===== config.mk =====
export PLATFORM = sky130hd
export DESIGN_NAME = ufc_core
export DESIGN_NICKNAME = d
export VERILOG_FILES = /design/src/hw/ufc_pkg.sv /design/src/hw/ufc_core.sv
export VERILOG_INCLUDE_DIRS = /design/src /design/src/hw
export SDC_FILE = /design/constraint.sdc
export NUM_CORES = 1
export LEC_CHECK = 0
export BUFFER_PORTS_ARGS = -buffer_cell sky130_fd_sc_hd__buf_2
export CAP_MARGIN = 40
export CORE_MARGIN = 4
export CORE_UTILIZATION = 45
export DETAILED_ROUTE_END_ITERATION = 12
export GPL_TIMING_DRIVEN = 0
export PLACE_DENSITY = 0.62
export SETUP_SLACK_MARGIN = 0.2
export SYNTH_ARGS = -nofsm -noshare
export SYNTH_HDL_FRONTEND = slang
export SYNTH_SLANG_ARGS = --single-unit
export TNS_END_PERCENT = 50

===== constraint.sdc =====
create_clock -name mclk -period 7.9 [get_ports mclk]
set_input_delay 0 -clock mclk [delete_from_list [all_inputs] [get_ports mclk]]
set_output_delay 0 -clock mclk [all_outputs]
set_load 0.03 [all_outputs]

===== src/hw/ufc_regs.svh =====
`ifndef UFC_REGS_SVH
`define UFC_REGS_SVH
// ****************************************************************
// Register byte addresses on the Wishbone bus.
// ****************************************************************
`define UFC_ADDR_DATA 4'h0
`define UFC_ADDR_INT_EN 4'h1
`define UFC_ADDR_FIFO_CTL 4'h2
`define UFC_ADDR_INT_STAT 4'h2
`define UFC_ADDR_LINE_STAT 4'h5
`define UFC_ADDR_RXLVL 4'h8
`define UFC_ADDR_TXLVL 4'h9
`define UFC_ADDR_FLWH 4'hA
`define UFC_ADDR_FLWL 4'hB
`define UFC_ADDR_STAT 4'hC
`define UFC_ADDR_MASK 4'hD
// ****************************************************************
// FIFO control field positions.
// ****************************************************************
`define UFC_FC_EN 0
`define UFC_FC_RXCLR 1
`define UFC_FC_TXCLR 2
`define UFC_FC_TXT_LO 4
`define UFC_FC_RXT_LO 6
// ****************************************************************
// Reset values and sizes.
// ****************************************************************
`define UFC_RST_FC 8'h00
`define UFC_RST_BYTE 8'h00
`define UFC_FIFO_DEPTH 32
`define UFC_PTR_W 5
`define UFC_CNT_W 6
`endif


===== src/hw/ufc_pkg.sv =====
package ufc_pkg;
  typedef logic [1:0] ufc_trig_t;
  typedef logic [5:0] ufc_cnt_t;
  typedef enum logic [1:0] {
    UFC_IDLE = 2'b00,
    UFC_ACK = 2'b01
  } ufc_bus_t;
endpackage


===== src/hw/ufc_core.sv =====
// The address map and the Wishbone interface to the registers are this design's own decisions.
`timescale 1ns/1ps
`include "ufc_regs.svh"
// Operation
// - Zero enables give polled mode; irq still follows stat and mask.
// - Status bit 0 set while receive FIFO nonempty.
// - Status bits 4:1 report error kinds.
// - Status bit 5 means transmit FIFO empty.
// - Bit 6 needs FIFO and shifter empty.
// - Bit 7 flags errors held in FIFO.
// - Control bit 0 enables both FIFOs.
// - Control bit 1 clears receive FIFO, self-clears.
// - Control bit 2 clears transmit FIFO, self-clears.
// - Bits 7:6 pick receive trigger level.
// - Receive ready when count reaches trigger.
// - Bits 5:4 pick transmit trigger level.
// - Transmit empty when count below trigger.
// - Nonzero level registers override trigger fields.
// - Data ready set on push, cleared empty.
// - Transmit interrupt cleared by interrupt status read or data write.
module ufc_core
  import ufc_pkg::*;
(
  input wire logic mclk,
  input wire logic rstn,
  input wire logic wb_cyc_i,
  input wire logic wb_stb_i,
  input wire logic wb_we_i,
  input wire logic [3:0] wb_adr_i,
  input wire logic [7:0] wb_dat_i,
  input wire logic wb_sel_i,
  output logic [7:0] wb_dat_o,
  output logic wb_ack_o,
  input wire logic rx_push,
  input wire logic [7:0] rx_data,
  input wire logic [2:0] rx_err,
  input wire logic rx_break,
  input wire logic tx_pop,
  output logic [7:0] tx_data,
  output logic tx_avail,
  input wire logic shift_empty,
  output logic rx_ready_irq,
  output logic tx_empty_irq,
  output logic irq
);
  // ****************************************************************
  // Helpers.
  // ****************************************************************
  // Receive trigger decode; the top entry is 28, not 32, so no arithmetic.
  function automatic ufc_cnt_t rx_trig(input ufc_trig_t s);
    unique case (s)
      2'b00: rx_trig = 6'd8;
      2'b01: rx_trig = 6'd16;
      2'b10: rx_trig = 6'd24;
      2'b11: rx_trig = 6'd28;
    endcase
  endfunction
  function automatic ufc_cnt_t tx_trig(input ufc_trig_t s);
    unique case (s)
      2'b00: tx_trig = 6'd16;
      2'b01: tx_trig = 6'd8;
      2'b10: tx_trig = 6'd24;
      2'b11: tx_trig = 6'd30;
    endcase
  endfunction
  // Level registers saturate at the FIFO depth so a large setting stays reachable.
  function automatic ufc_cnt_t lvl_cap(input logic [7:0] v);
    lvl_cap = (v > 8'd32) ? 6'd32 : v[5:0];
  endfunction

  // ****************************************************************
  // State.
  // ****************************************************************
  ufc_bus_t bus_q, bus_d;
  logic [7:0] fc_q, fc_d, ien_q, ien_d, rxl_q, rxl_d, txl_q, txl_d;
  logic [7:0] fh_q, fh_d, fl_q, fl_d, stat_q, stat_d, mask_q, mask_d, rdat_q, rdat_d;
  logic [10:0] rxm [0:`UFC_FIFO_DEPTH-1];
  logic [7:0] txm [0:`UFC_FIFO_DEPTH-1];
  logic [`UFC_PTR_W-1:0] rwp_q, rwp_d, rrp_q, rrp_d, twp_q, twp_d, trp_q, trp_d;
  ufc_cnt_t rcnt_q, rcnt_d, tcnt_q, tcnt_d;
  logic [5:0] errn_q, errn_d;
  logic [3:0] lerr_q, lerr_d;
  logic txi_q, txi_d, rxr_q, txe_q;
  logic req, wr, rd, ctl_wr, rx_clr, tx_clr, fen, ovr, rx_wr, rx_rd, tx_wr, tx_rd;
  logic rx_full, tx_full, rx_hit, tx_low, data_rd, int_stat_rd, tx_load;
  ufc_cnt_t rx_lvl, tx_lvl;
  logic [7:0] line_stat, int_stat, rd_mux;
  logic [10:0] rx_head;

  // Bus strobes; writes take effect at the acking edge.
  assign req = wb_cyc_i && wb_stb_i && (bus_q == UFC_IDLE);
  assign wr = wb_cyc_i && wb_stb_i && wb_we_i && wb_sel_i && (bus_q == UFC_ACK);
  assign rd = wb_cyc_i && wb_stb_i && !wb_we_i && (bus_q == UFC_ACK);
  assign ctl_wr = wr && (wb_adr_i == `UFC_ADDR_FIFO_CTL);
  assign rx_clr = ctl_wr && wb_dat_i[`UFC_FC_RXCLR];
  assign tx_clr = ctl_wr && wb_dat_i[`UFC_FC_TXCLR];
  assign data_rd = rd && (wb_adr_i == `UFC_ADDR_DATA);
  // Reading the interrupt status, like loading a character, retires a pending transmit interrupt.
  assign int_stat_rd = rd && (wb_adr_i == `UFC_ADDR_INT_STAT);
  assign tx_load = wr && (wb_adr_i == `UFC_ADDR_DATA);
  assign fen = fc_q[`UFC_FC_EN];
  // Without FIFOs each direction acts as a one-byte holding register.
  assign rx_full = fen ? (rcnt_q == 6'd32) : (rcnt_q != 6'd0);
  assign tx_full = fen ? (tcnt_q == 6'd32) : (tcnt_q != 6'd0);
  assign rx_wr = rx_push && !rx_full && !rx_clr;
  assign ovr = rx_push && rx_full;
  assign rx_rd = data_rd && (rcnt_q != 6'd0) && !rx_clr;
  assign tx_wr = tx_load && !tx_full && !tx_clr;
  assign tx_rd = tx_pop && (tcnt_q != 6'd0) && !tx_clr;
  assign rx_head = rxm[rrp_q];

  // Trigger selection; any nonzero level register switches the source.
  always_comb begin
    if ((rxl_q | txl_q | fh_q | fl_q) != 8'h00) begin
      rx_lvl = lvl_cap(rxl_q);
      tx_lvl = lvl_cap(txl_q);
    end else begin
      rx_lvl = rx_trig(fc_q[`UFC_FC_RXT_LO +: 2]);
      tx_lvl = tx_trig(fc_q[`UFC_FC_TXT_LO +: 2]);
    end
  end
  assign rx_hit = fen ? (rcnt_q >= rx_lvl) : (rcnt_q != 6'd0);
  assign tx_low = fen ? (tcnt_q < tx_lvl) : (tcnt_q == 6'd0);

  // Line status: overrun, parity, framing, break sit in 4:1.
  assign line_stat = {(errn_q != 6'd0), (tcnt_q == 6'd0) && shift_empty, (tcnt_q == 6'd0),
                      lerr_q, (rcnt_q != 6'd0)};
  // Interrupt status reports receive ahead of transmit; bits 7:6 mirror the enable.
  assign int_stat = {fen, fen, 2'b00, rxr_q ? 4'b0100 : (txe_q ? 4'b0010 : 4'b0001)};

  // The receive and transmit interrupt lines are gated by the enables; irq follows stat and mask only.
  // The receive level is compared every cycle, so draining below it drops the line at once.
  assign rxr_q = rx_hit && ien_q[0];
  assign txe_q = txi_q && ien_q[1];
  assign rx_ready_irq = rxr_q;
  assign tx_empty_irq = txe_q;
  assign irq = (stat_q & mask_q) != 8'h00;

  // ****************************************************************
  // Next state.
  // ****************************************************************
  always_comb begin
    bus_d = req ? UFC_ACK : UFC_IDLE;
    fc_d = fc_q;
    ien_d = ien_q;
    rxl_d = rxl_q;
    txl_d = txl_q;
    fh_d = fh_q;
    fl_d = fl_q;
    mask_d = mask_q;
    stat_d = stat_q;
    lerr_d = lerr_q;
    txi_d = txi_q;
    rd_mux = 8'h00;
    unique case (wb_adr_i)
      `UFC_ADDR_DATA: rd_mux = rx_head[7:0];
      `UFC_ADDR_INT_EN: rd_mux = ien_q;
      `UFC_ADDR_INT_STAT: rd_mux = int_stat;
      `UFC_ADDR_LINE_STAT: rd_mux = line_stat;
      `UFC_ADDR_RXLVL: rd_mux = rxl_q;
      `UFC_ADDR_TXLVL: rd_mux = txl_q;
      `UFC_ADDR_FLWH: rd_mux = fh_q;
      `UFC_ADDR_FLWL: rd_mux = fl_q;
      `UFC_ADDR_STAT: rd_mux = stat_q;
      `UFC_ADDR_MASK: rd_mux = mask_q;
      default: rd_mux = 8'h00;
    endcase
    rdat_d = req ? rd_mux : rdat_q;
    if (wr) begin
      unique case (wb_adr_i)
        // Clear bits are never stored and bit 3 is dropped.
        `UFC_ADDR_FIFO_CTL: fc_d = wb_dat_i & 8'hF1;
        `UFC_ADDR_INT_EN: ien_d = wb_dat_i;
        `UFC_ADDR_RXLVL: rxl_d = wb_dat_i;
        `UFC_ADDR_TXLVL: txl_d = wb_dat_i;
        `UFC_ADDR_FLWH: fh_d = wb_dat_i;
        `UFC_ADDR_FLWL: fl_d = wb_dat_i;
        `UFC_ADDR_MASK: mask_d = wb_dat_i;
        `UFC_ADDR_STAT: stat_d = stat_q & ~wb_dat_i;
        default: ;
      endcase
    end
    // Error bits clear on a status read; new errors win over the clear.
    if (rd && (wb_adr_i == `UFC_ADDR_LINE_STAT)) lerr_d = 4'h0;
    if (rx_wr) lerr_d = lerr_d | {rx_break, rx_err};
    if (ovr) lerr_d[0] = 1'b1;
    if (rx_rd && (rx_head[10:8] != 3'b000)) lerr_d = lerr_d | {1'b0, rx_head[10:8]};
    // Transmit-empty latch: set on drain below level, cleared by read or load.
    if (int_stat_rd || tx_load) txi_d = 1'b0;
    // A pop that crosses the level sets it again; the later assignment lets the set win.
    if (tx_rd && (tcnt_q == tx_lvl) || tx_clr || (txi_q == 1'b0 && tx_low && !tx_load
        && !int_stat_rd && tx_rd)) txi_d = 1'b1;
    // Sticky events: rx level, tx empty, line error, overrun; set beats clear.
    stat_d = stat_d | {4'h0, ovr, (rx_wr && (rx_err != 3'b000 || rx_break)),
                       tx_rd && (tcnt_q == 6'd1), rx_wr && (rcnt_q + 6'd1 == rx_lvl)};
  end

  // FIFO pointers and counts.
  always_comb begin
    rwp_d = rwp_q + (rx_wr ? 5'd1 : 5'd0);
    rrp_d = rrp_q + (rx_rd ? 5'd1 : 5'd0);
    rcnt_d = rcnt_q + (rx_wr ? 6'd1 : 6'd0) - (rx_rd ? 6'd1 : 6'd0);
    errn_d = errn_q + ((rx_wr && rx_err != 3'b000) ? 6'd1 : 6'd0)
             - ((rx_rd && rx_head[10:8] != 3'b000) ? 6'd1 : 6'd0);
    twp_d = twp_q + (tx_wr ? 5'd1 : 5'd0);
    trp_d = trp_q + (tx_rd ? 5'd1 : 5'd0);
    tcnt_d = tcnt_q + (tx_wr ? 6'd1 : 6'd0) - (tx_rd ? 6'd1 : 6'd0);
    // Clearing also happens when the FIFO enable changes, as both contents go stale.
    if (rx_clr || (ctl_wr && wb_dat_i[`UFC_FC_EN] != fen)) begin
      rwp_d = 5'd0;
      rrp_d = 5'd0;
      rcnt_d = 6'd0;
      errn_d = 6'd0;
    end
    if (tx_clr || (ctl_wr && wb_dat_i[`UFC_FC_EN] != fen)) begin
      twp_d = 5'd0;
      trp_d = 5'd0;
      tcnt_d = 6'd0;
    end
  end

  // ****************************************************************
  // Registers.
  // ****************************************************************
  always_ff @(posedge mclk or negedge rstn) begin
    if (!rstn) begin
      bus_q <= UFC_IDLE;
      fc_q <= `UFC_RST_FC;
      ien_q <= `UFC_RST_BYTE;
      rxl_q <= `UFC_RST_BYTE;
      txl_q <= `UFC_RST_BYTE;
      fh_q <= `UFC_RST_BYTE;
      fl_q <= `UFC_RST_BYTE;
      stat_q <= `UFC_RST_BYTE;
      mask_q <= `UFC_RST_BYTE;
      rdat_q <= `UFC_RST_BYTE;
      rwp_q <= 5'd0;
      rrp_q <= 5'd0;
      twp_q <= 5'd0;
      trp_q <= 5'd0;
      rcnt_q <= 6'd0;
      tcnt_q <= 6'd0;
      errn_q <= 6'd0;
      lerr_q <= 4'h0;
      txi_q <= 1'b0;
    end else begin
      bus_q <= bus_d;
      fc_q <= fc_d;
      ien_q <= ien_d;
      rxl_q <= rxl_d;
      txl_q <= txl_d;
      fh_q <= fh_d;
      fl_q <= fl_d;
      stat_q <= stat_d;
      mask_q <= mask_d;
      rdat_q <= rdat_d;
      rwp_q <= rwp_d;
      rrp_q <= rrp_d;
      twp_q <= twp_d;
      trp_q <= trp_d;
      rcnt_q <= rcnt_d;
      tcnt_q <= tcnt_d;
      errn_q <= errn_d;
      lerr_q <= lerr_d;
      txi_q <= txi_d;
    end
  end

  // Storage arrays carry no reset; the data register and tx_data read them even when the FIFO is empty.
  always_ff @(posedge mclk) begin
    if (rx_wr) rxm[rwp_q] <= {rx_err, rx_data};
    if (tx_wr) txm[twp_q] <= wb_dat_i;
  end

  assign wb_ack_o = (bus_q == UFC_ACK);
  assign wb_dat_o = rdat_q;
  assign tx_data = txm[trp_q];
  assign tx_avail = (tcnt_q != 6'd0);

  // ****************************************************************
  // Checks.
  // ****************************************************************
  // With every enable clear neither rx_ready_irq nor tx_empty_irq may rise, whatever the FIFOs hold.
  a_polled_quiet: assert property (@(posedge mclk) disable iff (!rstn)
    (ien_q[3:0] == 4'h0) |-> !rx_ready_irq && !tx_empty_irq)
    else $error("interrupt raised in polled mode");
  // Data ready tracks the receive count exactly.
  a_ready_bit: assert property (@(posedge mclk) disable iff (!rstn)
    line_stat[0] == (rcnt_q != 6'd0))
    else $error("data ready disagrees with count");
  // A character entering the FIFO shows as data ready on the next cycle.
  a_push_ready: assert property (@(posedge mclk) disable iff (!rstn)
    rx_wr |=> line_stat[0])
    else $error("push did not set data ready");
  // Bit 6 may only be high while both the FIFO and the shifter are idle.
  a_tx_empty: assert property (@(posedge mclk) disable iff (!rstn)
    line_stat[6] |-> line_stat[5] && shift_empty)
    else $error("transmitter empty without both empty");
  // A receive clear empties the FIFO and leaves no clear bit behind.
  a_rx_clear: assert property (@(posedge mclk) disable iff (!rstn)
    rx_clr |=> (rcnt_q == 6'd0) && !fc_q[`UFC_FC_RXCLR])
    else $error("receive clear failed");
  // A transmit clear empties the FIFO and leaves no clear bit behind.
  a_tx_clear: assert property (@(posedge mclk) disable iff (!rstn)
    tx_clr |=> (tcnt_q == 6'd0) && !fc_q[`UFC_FC_TXCLR])
    else $error("transmit clear failed");
  // The reserved control bit is never kept.
  a_rsvd_bit: assert property (@(posedge mclk) disable iff (!rstn)
    !fc_q[3])
    else $error("reserved bit stored");
  // The highest receive field setting fires at exactly its level.
  a_rx_trig: assert property (@(posedge mclk) disable iff (!rstn)
    fen && ien_q[0] && (rxl_q | txl_q | fh_q | fl_q) == 8'h00 && fc_q[7:6] == 2'b11
    && rcnt_q == 6'd28 |-> rx_ready_irq)
    else $error("receive trigger 28 missed");
  // The transmit field decode is not monotonic, so one setting is pinned.
  a_tx_trig: assert property (@(posedge mclk) disable iff (!rstn)
    (rxl_q | txl_q | fh_q | fl_q) == 8'h00 && fc_q[5:4] == 2'b01 |-> tx_lvl == 6'd8)
    else $error("transmit trigger decode wrong");
  // An interrupt status read retires the transmit interrupt.
  a_tx_irqclr: assert property (@(posedge mclk) disable iff (!rstn)
    int_stat_rd && !tx_rd |=> !txi_q)
    else $error("status read kept transmit interrupt");
  // Transmit empty bit follows the transmit count.
  a_tx_empty_bit: assert property (@(posedge mclk) disable iff (!rstn)
    line_stat[5] == (tcnt_q == 6'd0))
    else $error("transmit empty bit disagrees with count");
  // A stored error character raises the held-error flag.
  a_err_push: assert property (@(posedge mclk) disable iff (!rstn)
    rx_wr && (rx_err != 3'b000) && !ctl_wr |=> line_stat[7])
    else $error("held error flag missed");
  // A received break is reported in bit 4.
  a_brk_report: assert property (@(posedge mclk) disable iff (!rstn)
    rx_wr && rx_break |=> line_stat[4])
    else $error("break not reported");
  // The enable bit takes the written value.
  a_fifo_en: assert property (@(posedge mclk) disable iff (!rstn)
    ctl_wr |=> fen == $past(wb_dat_i[`UFC_FC_EN]))
    else $error("fifo enable not stored");
  // At or above the receive level the enabled line is up.
  a_rx_level: assert property (@(posedge mclk) disable iff (!rstn)
    fen && ien_q[0] && (rcnt_q >= rx_lvl) |-> rx_ready_irq)
    else $error("receive level reached without interrupt");
  // One short of the lowest field level stays quiet.
  a_rx_trig8: assert property (@(posedge mclk) disable iff (!rstn)
    fen && ien_q[0] && (rxl_q | txl_q | fh_q | fl_q) == 8'h00 && fc_q[7:6] == 2'b00
    && rcnt_q == 6'd7 |-> !rx_ready_irq)
    else $error("receive trigger 8 fired early");
  // A pop from exactly the level, leaving the count one below it, latches the transmit interrupt.
  a_tx_below: assert property (@(posedge mclk) disable iff (!rstn)
    tx_rd && (tcnt_q == tx_lvl) |=> txi_q)
    else $error("transmit level crossing missed");
  // A nonzero level register replaces the field decode.
  a_lvl_override: assert property (@(posedge mclk) disable iff (!rstn)
    rxl_q == 8'h03 |-> rx_lvl == 6'd3)
    else $error("level register ignored");
  // Loading a character retires the transmit interrupt.
  a_load_clr: assert property (@(posedge mclk) disable iff (!rstn)
    tx_load && !tx_rd |=> !txi_q)
    else $error("load kept transmit interrupt");
  // Acknowledge is a single-cycle pulse.
  a_ack_pulse: assert property (@(posedge mclk) disable iff (!rstn)
    wb_ack_o |=> !wb_ack_o)
    else $error("ack held too long");
  // A character written to a full transmit FIFO is dropped.
  a_full_drop: assert property (@(posedge mclk) disable iff (!rstn)
    tx_load && tx_full && !tx_rd |=> tcnt_q == $past(tcnt_q))
    else $error("write to full transmit fifo counted");
  // Main scenarios: full receive FIFO, both interrupts, full drain, held error.
  c_fill_rx: cover property (@(posedge mclk) disable iff (!rstn) rx_full && fen);
  c_rx_irq: cover property (@(posedge mclk) disable iff (!rstn) $rose(rx_ready_irq));
  c_tx_irq: cover property (@(posedge mclk) disable iff (!rstn) $rose(tx_empty_irq));
  c_tx_drain: cover property (@(posedge mclk) disable iff (!rstn) $rose(line_stat[6]));
  c_err: cover property (@(posedge mclk) disable iff (!rstn) $rose(line_stat[7]));
endmodule


==> results of run 1 <==
## power breakdown
part           internal [uW]  switching [uW]  total (uW)
registers               4220            86.9        4310
logic                    893            1060        1950
clock network           2100            1430        3530
## repair_timing
item,4_1_cts,5_1_grt
hold buffers,26,0
gates resized for setup,0,0
endpoints found under the hold margin,521,0
## per-stage QoR
| stage | setup WS, ns | util, % | instance area, sq um | power (uW) |
|---|---|---|---|---|
| final | 3.25 | 52.4 | 34600 | 9790 |
| after global routing | 3.04 | 52.4 | 34600 | 10200 |
| after CTS | 3.23 | 52.4 | 34600 | 9890 |
| after detailed placement | 3.26 | 48.3 | 31800 | 6350 |
| after global placement | 2.88 | 47.5 | 31400 | 6300 |
| after floorplan | 4.34 | - | 30000 | 5770 |
## cells in the final DEF, fill, tap and decap left out, drive strengths merged, types with 5 or more instances in the layout
| cell | instances |
|---|---|
| edfxtp | 608 |
| mux4 | 180 |
| buf | 148 |
| clkbuf | 124 |
| nor2 | 116 |
| dfrtp | 113 |
| mux2 | 64 |
| ha | 51 |
| nand2 | 49 |
| inv | 37 |
| mux2i | 34 |
| nor2b | 29 |
| a21oi | 29 |
| dlygate4sd3 | 26 |
| clkinv | 23 |
| nand3 | 20 |
| xnor2 | 20 |
| nor3 | 20 |
| a22oi | 14 |
| o21ai | 14 |
| nand3b | 13 |
| xor2 | 12 |
| nor4 | 9 |
| nand4 | 8 |
| bufinv | 8 |
| nand2b | 7 |
| o211ai | 7 |
| a21boi | 6 |
| a31oi | 6 |
| o21a | 5 |
| a22o | 5 |
| o2111ai | 5 |
## final timing paths
path	from	endpoint	slack, ns	cells after the start
worst max-delay path	rrp_q[1]$_DFF_PN0_	errn_q[4]$_DFF_PN0_	3.25	16
worst min-delay path	rx_err[0]	rxm[5][8]$_DFFE_PP_	0.02	1
worst max register to register	rrp_q[1]$_DFF_PN0_	errn_q[4]$_DFF_PN0_	3.25	16
worst min register to register	ien_q[2]$_DFFE_PN0P_	ien_q[2]$_DFFE_PN0P_	0.51	1
max in group asynchronous	rstn	rrp_q[1]$_DFF_PN0_	6.36	5
min in group asynchronous	rstn	rcnt_q[4]$_DFF_PN0_	0.49	4
## kinds of logic after synthesis
group	share of synthesized area, %
buf+inv	1.65
compound gates	2.96
xor+xnor	0.934
fa+ha+maj	2.33
simple gates	4.84
mux	17.0
flops	70.3
## worst max-delay path: cells and delay by family (launching register included)
family                   cells  cell delay, ns
multiplexers                 3            1.17
buffers and inverters        4            1.17
flip-flops                   1            0.43
AO/OA/AOI/OAI                2            0.37
AND/OR/NAND/NOR              3            0.22
adder cells (fa/ha/maj)      3            0.97
XOR/XNOR                     1            0.17
## final cells by class
type                       count  area, sq um
multi-input combinational    784         8440
fill                        5235        31400
sequential                   721        21100
buffer                        77          375
timing repair buffer         125         1030
inverter                      32          120
clock inverter                37          412
clock buffer                  96         2050
tap                          864         1080
## synth_stat cells (all sizes together), types with 20 or more instances
cell,instances,area [sq um]
nor2,116,435
xnor2,20,175
dfrtp,113,2830
edfxtp,608,18300
mux2,64,721
mux2i,34,340
nand2,49,184
nand3,20,100
ha,51,638
buf,49,269
clkbuf,28,106
nor3,20,131
mux4,180,4050
inv,32,120
nor2b,29,181
a21oi,29,145
## routing by layer
layer | vias up | routed length, microns | global-route usage [%]
met2 | 582 | 35200 | 33.7
met4 | 0 | 2140 | 6.42
li1 | 6883 | - | -
met5 | - | 0 | 0
met1 | 8448 | 30600 | 29.5
met3 | 123 | 4850 | 4.16
==> results_dict.tcl, run 1 <==
set metrics [dict create \
    outcome "finished clean" \
    startpoint_type "register" \
    crit_required_ns 8.36 \
    min_path_type "input pin to register" \
    crit_fanout 10 \
    rsz0062_at_grt "false" \
    ios 54 \
    dieArea_sq_mm 0.0709 \
    path_clk_slew_ns 0.06 \
    reg_top3 "rxm x352, txm x256" \
    maxCapViolCount 0 \
    cts_tree "done" \
    path_class "register to register" \
    nets 1903 \
    drive_above_1_share_pct 26.8 \
    ir_drop_mv 0.213 \
    row_count 94 \
    finalCriticalPeriod_ns 4.65 \
    wl_per_cell_microns 26.6 \
    grt_pass1_wl_microns 109000 \
    syn-cell-area_sq_mm 0.0300 \
    synthDistinctLibCells 69 \
    worst_pin_slew_ns 0.927 \
    yosys_warnings 0 \
    gp_congestion 0.879 \
    cp_common_cell "nor2_1" \
    drc 0 \
    yosysSeqAreaShare_pct 70.3 \
    synth-seq-cells 721 \
    fin_crit_sh_pct 58.8 \
    syn_area_per_cell_sq_um 18.6 \
    syn-instance-count 1614 \
    synthToLayoutAreaGrowth_pct 15.2 \
    p_leak_uw 0.0118 \
    clock.fmax_mhz 215 \
    cts_buffers 75 \
    drtIter0Drc 1458 \
    initial_core_util_pct 45.5 \
    syn-num-nets 1701 \
    vias_per_cell 5.86 \
    num_vias 16036 \
    top_register "rxm" \
    worst_hold_slack_ns 0.0201 \
    yosys_most_used_dff "edfxtp_1" \
    crit_arrival_ns 5.11 \
    antenna_found_initial 0 \
    hold_viol_final 0 \
    ant_nets 0 \
    instances_no_fill 2736 \
    overflow 0 \
    core_region_area_sq_mm 0.0660 \
    postCtsSetupRepairBufs 0 \
    slowest_delay_ns 0.56 \
    crit_path_cell_trace "buf_2 > buf_1 > buf_8 > mux4_2 > mux4_2 > mux2i_1 > a31oi_1 > ha_1 > inv_1 > ha_1 > fa_1 > a21oi_1 > nor2_1 > nor2_1 > xor2_1 > nor2_1" \
    root_buffer "clkbuf_16" \
    drtPass1Iterations 5 \
    place_inst 2574 \
    finalMaxSlewViolations 0 \
    skew_ns 0.0165 \
    dp_hpwl_microns 49200 \
    antenna_cells 0 \
    fin_setup_tns_ns 0 \
    grt_pass1_vias 16406 \
    die_w_microns 266 \
    crit_path_top_delay_cell "mux4_2" \
    largest_reg_flops 352 \
    grt_usage_pct 21.0 \
    grt_max_degree 94 \
    cp-end-kind "register" \
    setup_viol 0 \
    routed_wl_microns 72800 \
    async_flop_share_pct 15.7 \
    power.density_mw_per_mm2 283 \
    relSlewSlack_pct 38.2 \
    h-tree-depth 3 \
    port_buffers 52 \
    clock_latency_ns 0.62 \
    synth-edff-count 608 \
    clkSinkCount 721 \
    fp.dieH_microns 266 \
    cts.path.max_buffers 3 \
]
Power figures use the tool's default switching activity.
==> run 2: changes to the inputs <==
- clock period: 7.9 -> 4.3 ns (I/O delays scaled with it)
==> run 2 against run 1 <==
Against the previous run:
- worst setup slack lost 3.0 ns
- hold slack lost 0.0065 ns
- clock power up 84%
- critical path depth stayed put
- global-route usage hardly changed
- sequential power rose by 84%
- die area is the same
- cell count is 0.29% higher
- power grew 84%
==> results_dict.tcl, run 2 (synthesis gave the netlist of run 1 again) <==
set metrics [dict create \
    outcome "finished clean" \
    final_area_sq_mm 0.0348 \
    slowest_delay_ns 0.58 \
    place_ws_ns -0.340 \
    crit_arrival_ns 4.52 \
    mostFrequentLayoutCell "edfxtp_1" \
    ios 54 \
    hold_viol_final 0 \
    routed_wl_microns 72800 \
    drtPass1Iterations 7 \
    reg2reg_to "errn_q[4]$_DFF_PN0_" \
    drive_above_1_share_pct 27.6 \
    clock_latency_ns 0.62 \
    path_clk_slew_ns 0.06 \
    multi_input_area_sq_mm 0.00849 \
    crit_required_ns 4.76 \
    finalMaxSlewViolations 0 \
    synthToLayoutAreaGrowth_pct 15.9 \
    cts_buffers 75 \
    port_buffers 52 \
    cts_tree "done" \
    skew_ns 0.0196 \
    overflow 0 \
    finalCriticalPeriod_ns 4.05 \
    fill_cells 5212 \
    antenna_found_initial 0 \
    reg_top3 "rxm x352, txm x256" \
    largest_reg_flops 352 \
    root_buffer "clkbuf_16" \
    setup_viol 0 \
    ant_nets 0 \
    worst_hold_slack_ns 0.0136 \
    fin_crit_sh_pct 94.3 \
    p_leak_uw 0.0119 \
    dieArea_sq_mm 0.0709 \
    num_vias 16014 \
    final_cell_mix "edfxtp_1 (608), mux4_2 (180), nor2_1 (115), dfrtp_1 (112), clkbuf_16 (78)" \
    path_class "register to register" \
    gp_congestion 0.879 \
    dp_hpwl_microns 49200 \
    crit_path_cell_trace "buf_6 > buf_12 > buf_16 > mux4_2 > mux4_2 > mux2i_4 > a31oi_4 > ha_1 > inv_1 > ha_1 > fa_1 > a21oi_1 > nor2_1 > nor2_1 > xor2_1 > nor2_1" \
    power.density_mw_per_mm2 518 \
    core_region_area_sq_mm 0.0660 \
    crit_fanout 10 \
    grt_max_degree 94 \
    crit_buf_inv 4 \
    cts.path.max_buffers 3 \
    h-tree-depth 3 \
    initial_core_util_pct 45.5 \
    rsz0062_at_grt "true" \
    fp.dieH_microns 266 \
    worst_pin_slew_ns 0.928 \
    min_path_type "input pin to register" \
    startpoint_type "register" \
    antenna_cells 0 \
    drc 0 \
    maxCapViolCount 0 \
    clkSinkCount 721 \
    cp_common_cell "nor2_1" \
    vias_per_cell 5.84 \
    drtIter0Drc 1451 \
    cp_top_family "multiplexers" \
    r2r-start "rrp_q[0]$_DFF_PN0_" \
    crit_end "errn_q[4]$_DFF_PN0_" \
    grt_usage_pct 21.0 \
    grt_pass1_wl_microns 110000 \
    reg2reg_slack_ns 0.25 \
    top_register "rxm" \
    ir_drop_mv 0.391 \
    seq_area_sq_mm 0.0211 \
    nets 1911 \
    cp-end-kind "register" \
    crit_path_top_delay_cell "mux4_2" \
    cp_num_cells 16 \
    wl_per_cell_microns 26.5 \
    dpl_cell_area_sq_mm 0.0318 \
    row_count 94 \
    clock.fmax_mhz 247 \
    power_uw 18000 \
    grt_pass1_vias 16440 \
    relSlewSlack_pct 37.6 \
    layout_setup_ws_ns 0.245 \
    startpoint "rrp_q[0]$_DFF_PN0_" \
    die_w_microns 266 \
    rr_worst_depth 16 \
]
-- run 2: cell types whose count changed in the layout (fill, tap and decap cells not counted), sizes merged --
cell / previous run / this run
buf: 148 / 151
clkbuf: 124 / 128
clkdlybuf4s15: 0 / 1
-- run 2: worst min-delay path by stage --
| stage | depth (start not counted) | from | slack, ns | endpoint |
|---|---|---|---|---|
| 2_1_floorplan | 0 | rstn | -0.30 | bus_q[0]$_DFF_PN0_ |
| 3_3_place_gp | 2 | rx_break | 0.29 | lerr_q[3]$_DFF_PN0_ |
| 3_5_place_dp | 1 | rstn | -0.13 | rcnt_q[0]$_DFF_PN0_ |
| 4_1_cts | 1 | rx_err[0] | 0.002 | rxm[12][8]$_DFFE_PP_ |
| 5_1_grt | 1 | rx_err[0] | 0.04 | rxm[3][8]$_DFFE_PP_ |
| 6_report | 1 | rx_err[0] | 0.01 | rxm[12][8]$_DFFE_PP_ |
-- run 2: what timing repair did --
item | in CTS | in global routing
hold buffers | 26 | 0
pin swaps | 0 | 1
setup buffers | 6 | 3
setup endpoints to repair | 5 | 3
resized for setup | 22 | 12
hold endpoints to repair | 521 | 0
-- run 2: cell type report --
type                    count  share of cell area (%)
flip-flops and latches    721                    60.6
multi-input cells         784                    24.4
clock buffers              96                    5.89
repair buffers            133                    3.17
well taps                 864                    3.11
plain buffers              77                    1.28
clock inverters            37                    1.18
inverters                  32                   0.345
-- run 2: stage by stage --
stage / cells / utilization [%] / setup TNS [ns]
after CTS: 2739 / 52.6 / 0
after detailed placement: 2574 / 48.3 / -0.710
after floorplan: 1614 / - / 0
after global placement: 2530 / 47.5 / -2.39
final: 2744 / 52.7 / 0
after global routing: 2744 / 52.7 / 0
-- run 2: worst register-to-register path: stages (launching register included) --
cell	delay, ns
dfrtp_1	0.37
buf_6	0.14
buf_12	0.16
buf_16	0.19
mux4_2	0.56
mux4_2	0.58
mux2i_4	0.26
a31oi_4	0.16
ha_1	0.30
inv_1	0.04
ha_1	0.20
fa_1	0.43
a21oi_1	0.14
nor2_1	0.05
nor2_1	0.11
xor2_1	0.17
nor2_1	0.06
-- run 2: power breakdown --
part	internal (uW)	leakage, uW	switching [uW]
registers	7760	0.00695	159
clock network	3860	0.00120	2630
logic	1660	0.00373	1950
total	13300	0.0119	4740
-- run 2: layer usage --
layer	GRT usage (%)	share of wire (%)	vias to the layer above
met3	4.11	6.3	113
met2	33.7	49	569
li1	-	-	6900
met1	29.5	42	8432
met5	0.270	0	-
met4	6.58	2.8	0
==> run 3: changes to the inputs <==
==> constraint.sdc (replaced) <==
create_clock -name mclk -period 4.3 [get_ports mclk]
set_input_delay 0.645 -clock mclk [delete_from_list [all_inputs] [get_ports mclk]]
set_output_delay 0.645 -clock mclk [all_outputs]
set_load 0.03 [all_outputs]
==> run 3 against run 2 <==
Against the previous run:
- highest routed layer unchanged
- largest power group unchanged
- design area is 0.37% lower
- core utilization is 0.20 points lower
- largest cell class unchanged
- global-route usage is 0.10 points lower
- combinational power hardly changed
- critical path depth stayed put
==> results_dict.tcl, run 3 (synthesis gave the netlist of run 1 again) <==
set metrics [dict create \
    dp_hpwl_microns 49200 \
    ant_nets 0 \
    port_buffers 52 \
    clock.fmax_mhz 249 \
    drtPass1Iterations 5 \
    place_ws_ns -0.340 \
    top_register "rxm" \
    setup_viol 0 \
    hold_start "rx_break" \
    grt_usage_pct 20.9 \
    worst_hold_slack_ns 0.337 \
    multi_input_area_sq_mm 0.00853 \
    dpl_cell_area_sq_mm 0.0318 \
    p_leak_uw 0.0118 \
    slowest_delay_ns 0.60 \
    path_clk_slew_ns 0.06 \
    layout_setup_ws_ns 0.281 \
    crit_arrival_ns 4.48 \
    r2r-start "rrp_q[0]$_DFF_PN0_" \
    finalMaxSlewViolations 0 \
    overflow 0 \
    finalCriticalPeriod_ns 4.02 \
    clock_latency_ns 0.62 \
    min_path_type "input pin to register" \
    grt_max_degree 94 \
    cts_tree "done" \
    vias_per_cell 5.86 \
    maxCapViolCount 0 \
    dieArea_sq_mm 0.0709 \
    core_region_area_sq_mm 0.0660 \
    fin_crit_sh_pct 93.5 \
    instances_no_fill 2726 \
    root_buffer "clkbuf_16" \
    power.density_mw_per_mm2 520 \
    reg_top3 "rxm x352, txm x256" \
    gp_congestion 0.879 \
    drtIter0Drc 1508 \
    crit_path_top_delay_cell "mux4_2" \
    path_class "register to register" \
    clkSinkCount 721 \
    antenna_cells 0 \
    startpoint_type "register" \
    reg2reg_slack_ns 0.28 \
    grt_pass1_wl_microns 109000 \
    seq_area_sq_mm 0.0211 \
    crit_fanout 9 \
    wl_per_cell_microns 26.8 \
    antenna_found_initial 0 \
    cp-end-kind "register" \
    routed_wl_microns 73000 \
    reg2reg_to "errn_q[4]$_DFF_PN0_" \
    synthToLayoutAreaGrowth_pct 15.5 \
    hold_viol_final 0 \
    relSlewSlack_pct 42.1 \
    row_count 94 \
    cp_common_cell "nor2_1" \
    mostFrequentLayoutCell "edfxtp_1" \
    fill_cells 5224 \
    largest_reg_flops 352 \
    final_area_sq_mm 0.0347 \
    worstHoldPathCells 2 \
    rsz0062_at_grt "true" \
    h-tree-depth 3 \
    nets 1893 \
    grt_pass1_vias 16312 \
    drive_above_1_share_pct 29.1 \
    initial_core_util_pct 45.5 \
    worst_pin_slew_ns 0.869 \
    ir_drop_mv 0.391 \
    final_cell_mix "edfxtp_1 (608), mux4_2 (180), nor2_1 (115), dfrtp_1 (110), clkbuf_16 (79)" \
    cts_buffers 75 \
    crit_required_ns 4.76 \
    die_w_microns 266 \
    num_vias 15964 \
    whs_endpoint "lerr_q[3]$_DFF_PN0_" \
    startpoint "rrp_q[0]$_DFF_PN0_" \
    power_uw 18000 \
    outcome "finished clean" \
    skew_ns 0.0211 \
    rr_worst_depth 16 \
    fp.dieH_microns 266 \
    crit_path_cell_trace "buf_8 > buf_12 > buf_12 > mux4_2 > mux4_2 > mux2i_4 > a31oi_4 > ha_1 > inv_1 > ha_1 > fa_1 > a21oi_1 > nor2_1 > nor2_1 > xor2_1 > nor2_1" \
    cts.path.max_buffers 3 \
    place_inst 2574 \
    drc 0 \
    ios 54 \
]
-- run 3: metal layers --
| metal | wire (microns) | global-route usage [%] |
|---|---|---|
| met5 | 0 | 0.270 |
| met3 | 4730 | 4.26 |
| met1 | 30900 | 29.3 |
| met4 | 1890 | 6.52 |
| met2 | 35500 | 33.5 |
-- run 3: timing repair --
action	4_1_cts	5_1_grt
pin swaps	1	3
endpoints found under the setup margin	14	11
gates resized for setup	28	29
hold buffers	1	0
gates cloned	0	1
endpoints found under the hold margin	20	0
setup buffers	0	15
-- run 3: layout make-up --
| cell class | instances | area share (%) |
|---|---|---|
| sequential | 721 | 60.8 |
| buffer | 77 | 1.34 |
| timing repair buffer | 115 | 2.64 |
| clock buffer | 96 | 5.91 |
| clock inverter | 37 | 1.19 |
| multi-input combinational | 784 | 24.6 |
| inverter | 32 | 0.347 |
| tap | 864 | 3.12 |
-- run 3: worst max path at each step --
stage,to,slack (ns),depth (start not counted)
finish,errn_q[4]$_DFF_PN0_,0.28,16
global route,errn_q[4]$_DFF_PN0_,0.15,16
CTS,errn_q[4]$_DFF_PN0_,0.12,16
detailed placement,errn_q[4]$_DFF_PN0_,-0.34,16
global placement,errn_q[4]$_DFF_PN0_,-0.72,15
floorplan,errn_q[4]$_DFF_PN0_,0.74,15
-- run 3: worst max-delay path, delay by kind of cell, from the launching register on --
kind / cells / cell delay [ns]
adder cells (fa/ha/maj): 3 / 0.93
AO/OA/AOI/OAI: 2 / 0.29
XOR/XNOR: 1 / 0.17
buffers and inverters: 4 / 0.47
multiplexers: 3 / 1.40
flip-flops: 1 / 0.39
AND/OR/NAND/NOR: 3 / 0.22
-- run 3: power breakdown --
part | internal (uW) | total [uW] | switching (uW)
combinational | 1660 | 3620 | 1960
sequential | 7760 | 7920 | 160
clock | 3860 | 6500 | 2640
total | 13300 | 18000 | 4760
-- run 3: through the flow --
| stage | TNS [ns] | utilization, % |
|---|---|---|
| finish | 0 | 52.5 |
| global route | 0 | 52.5 |
| CTS | 0 | 52.2 |
| detailed placement | -0.710 | 48.3 |
| global placement | -2.48 | 47.5 |
| floorplan | 0 | - |
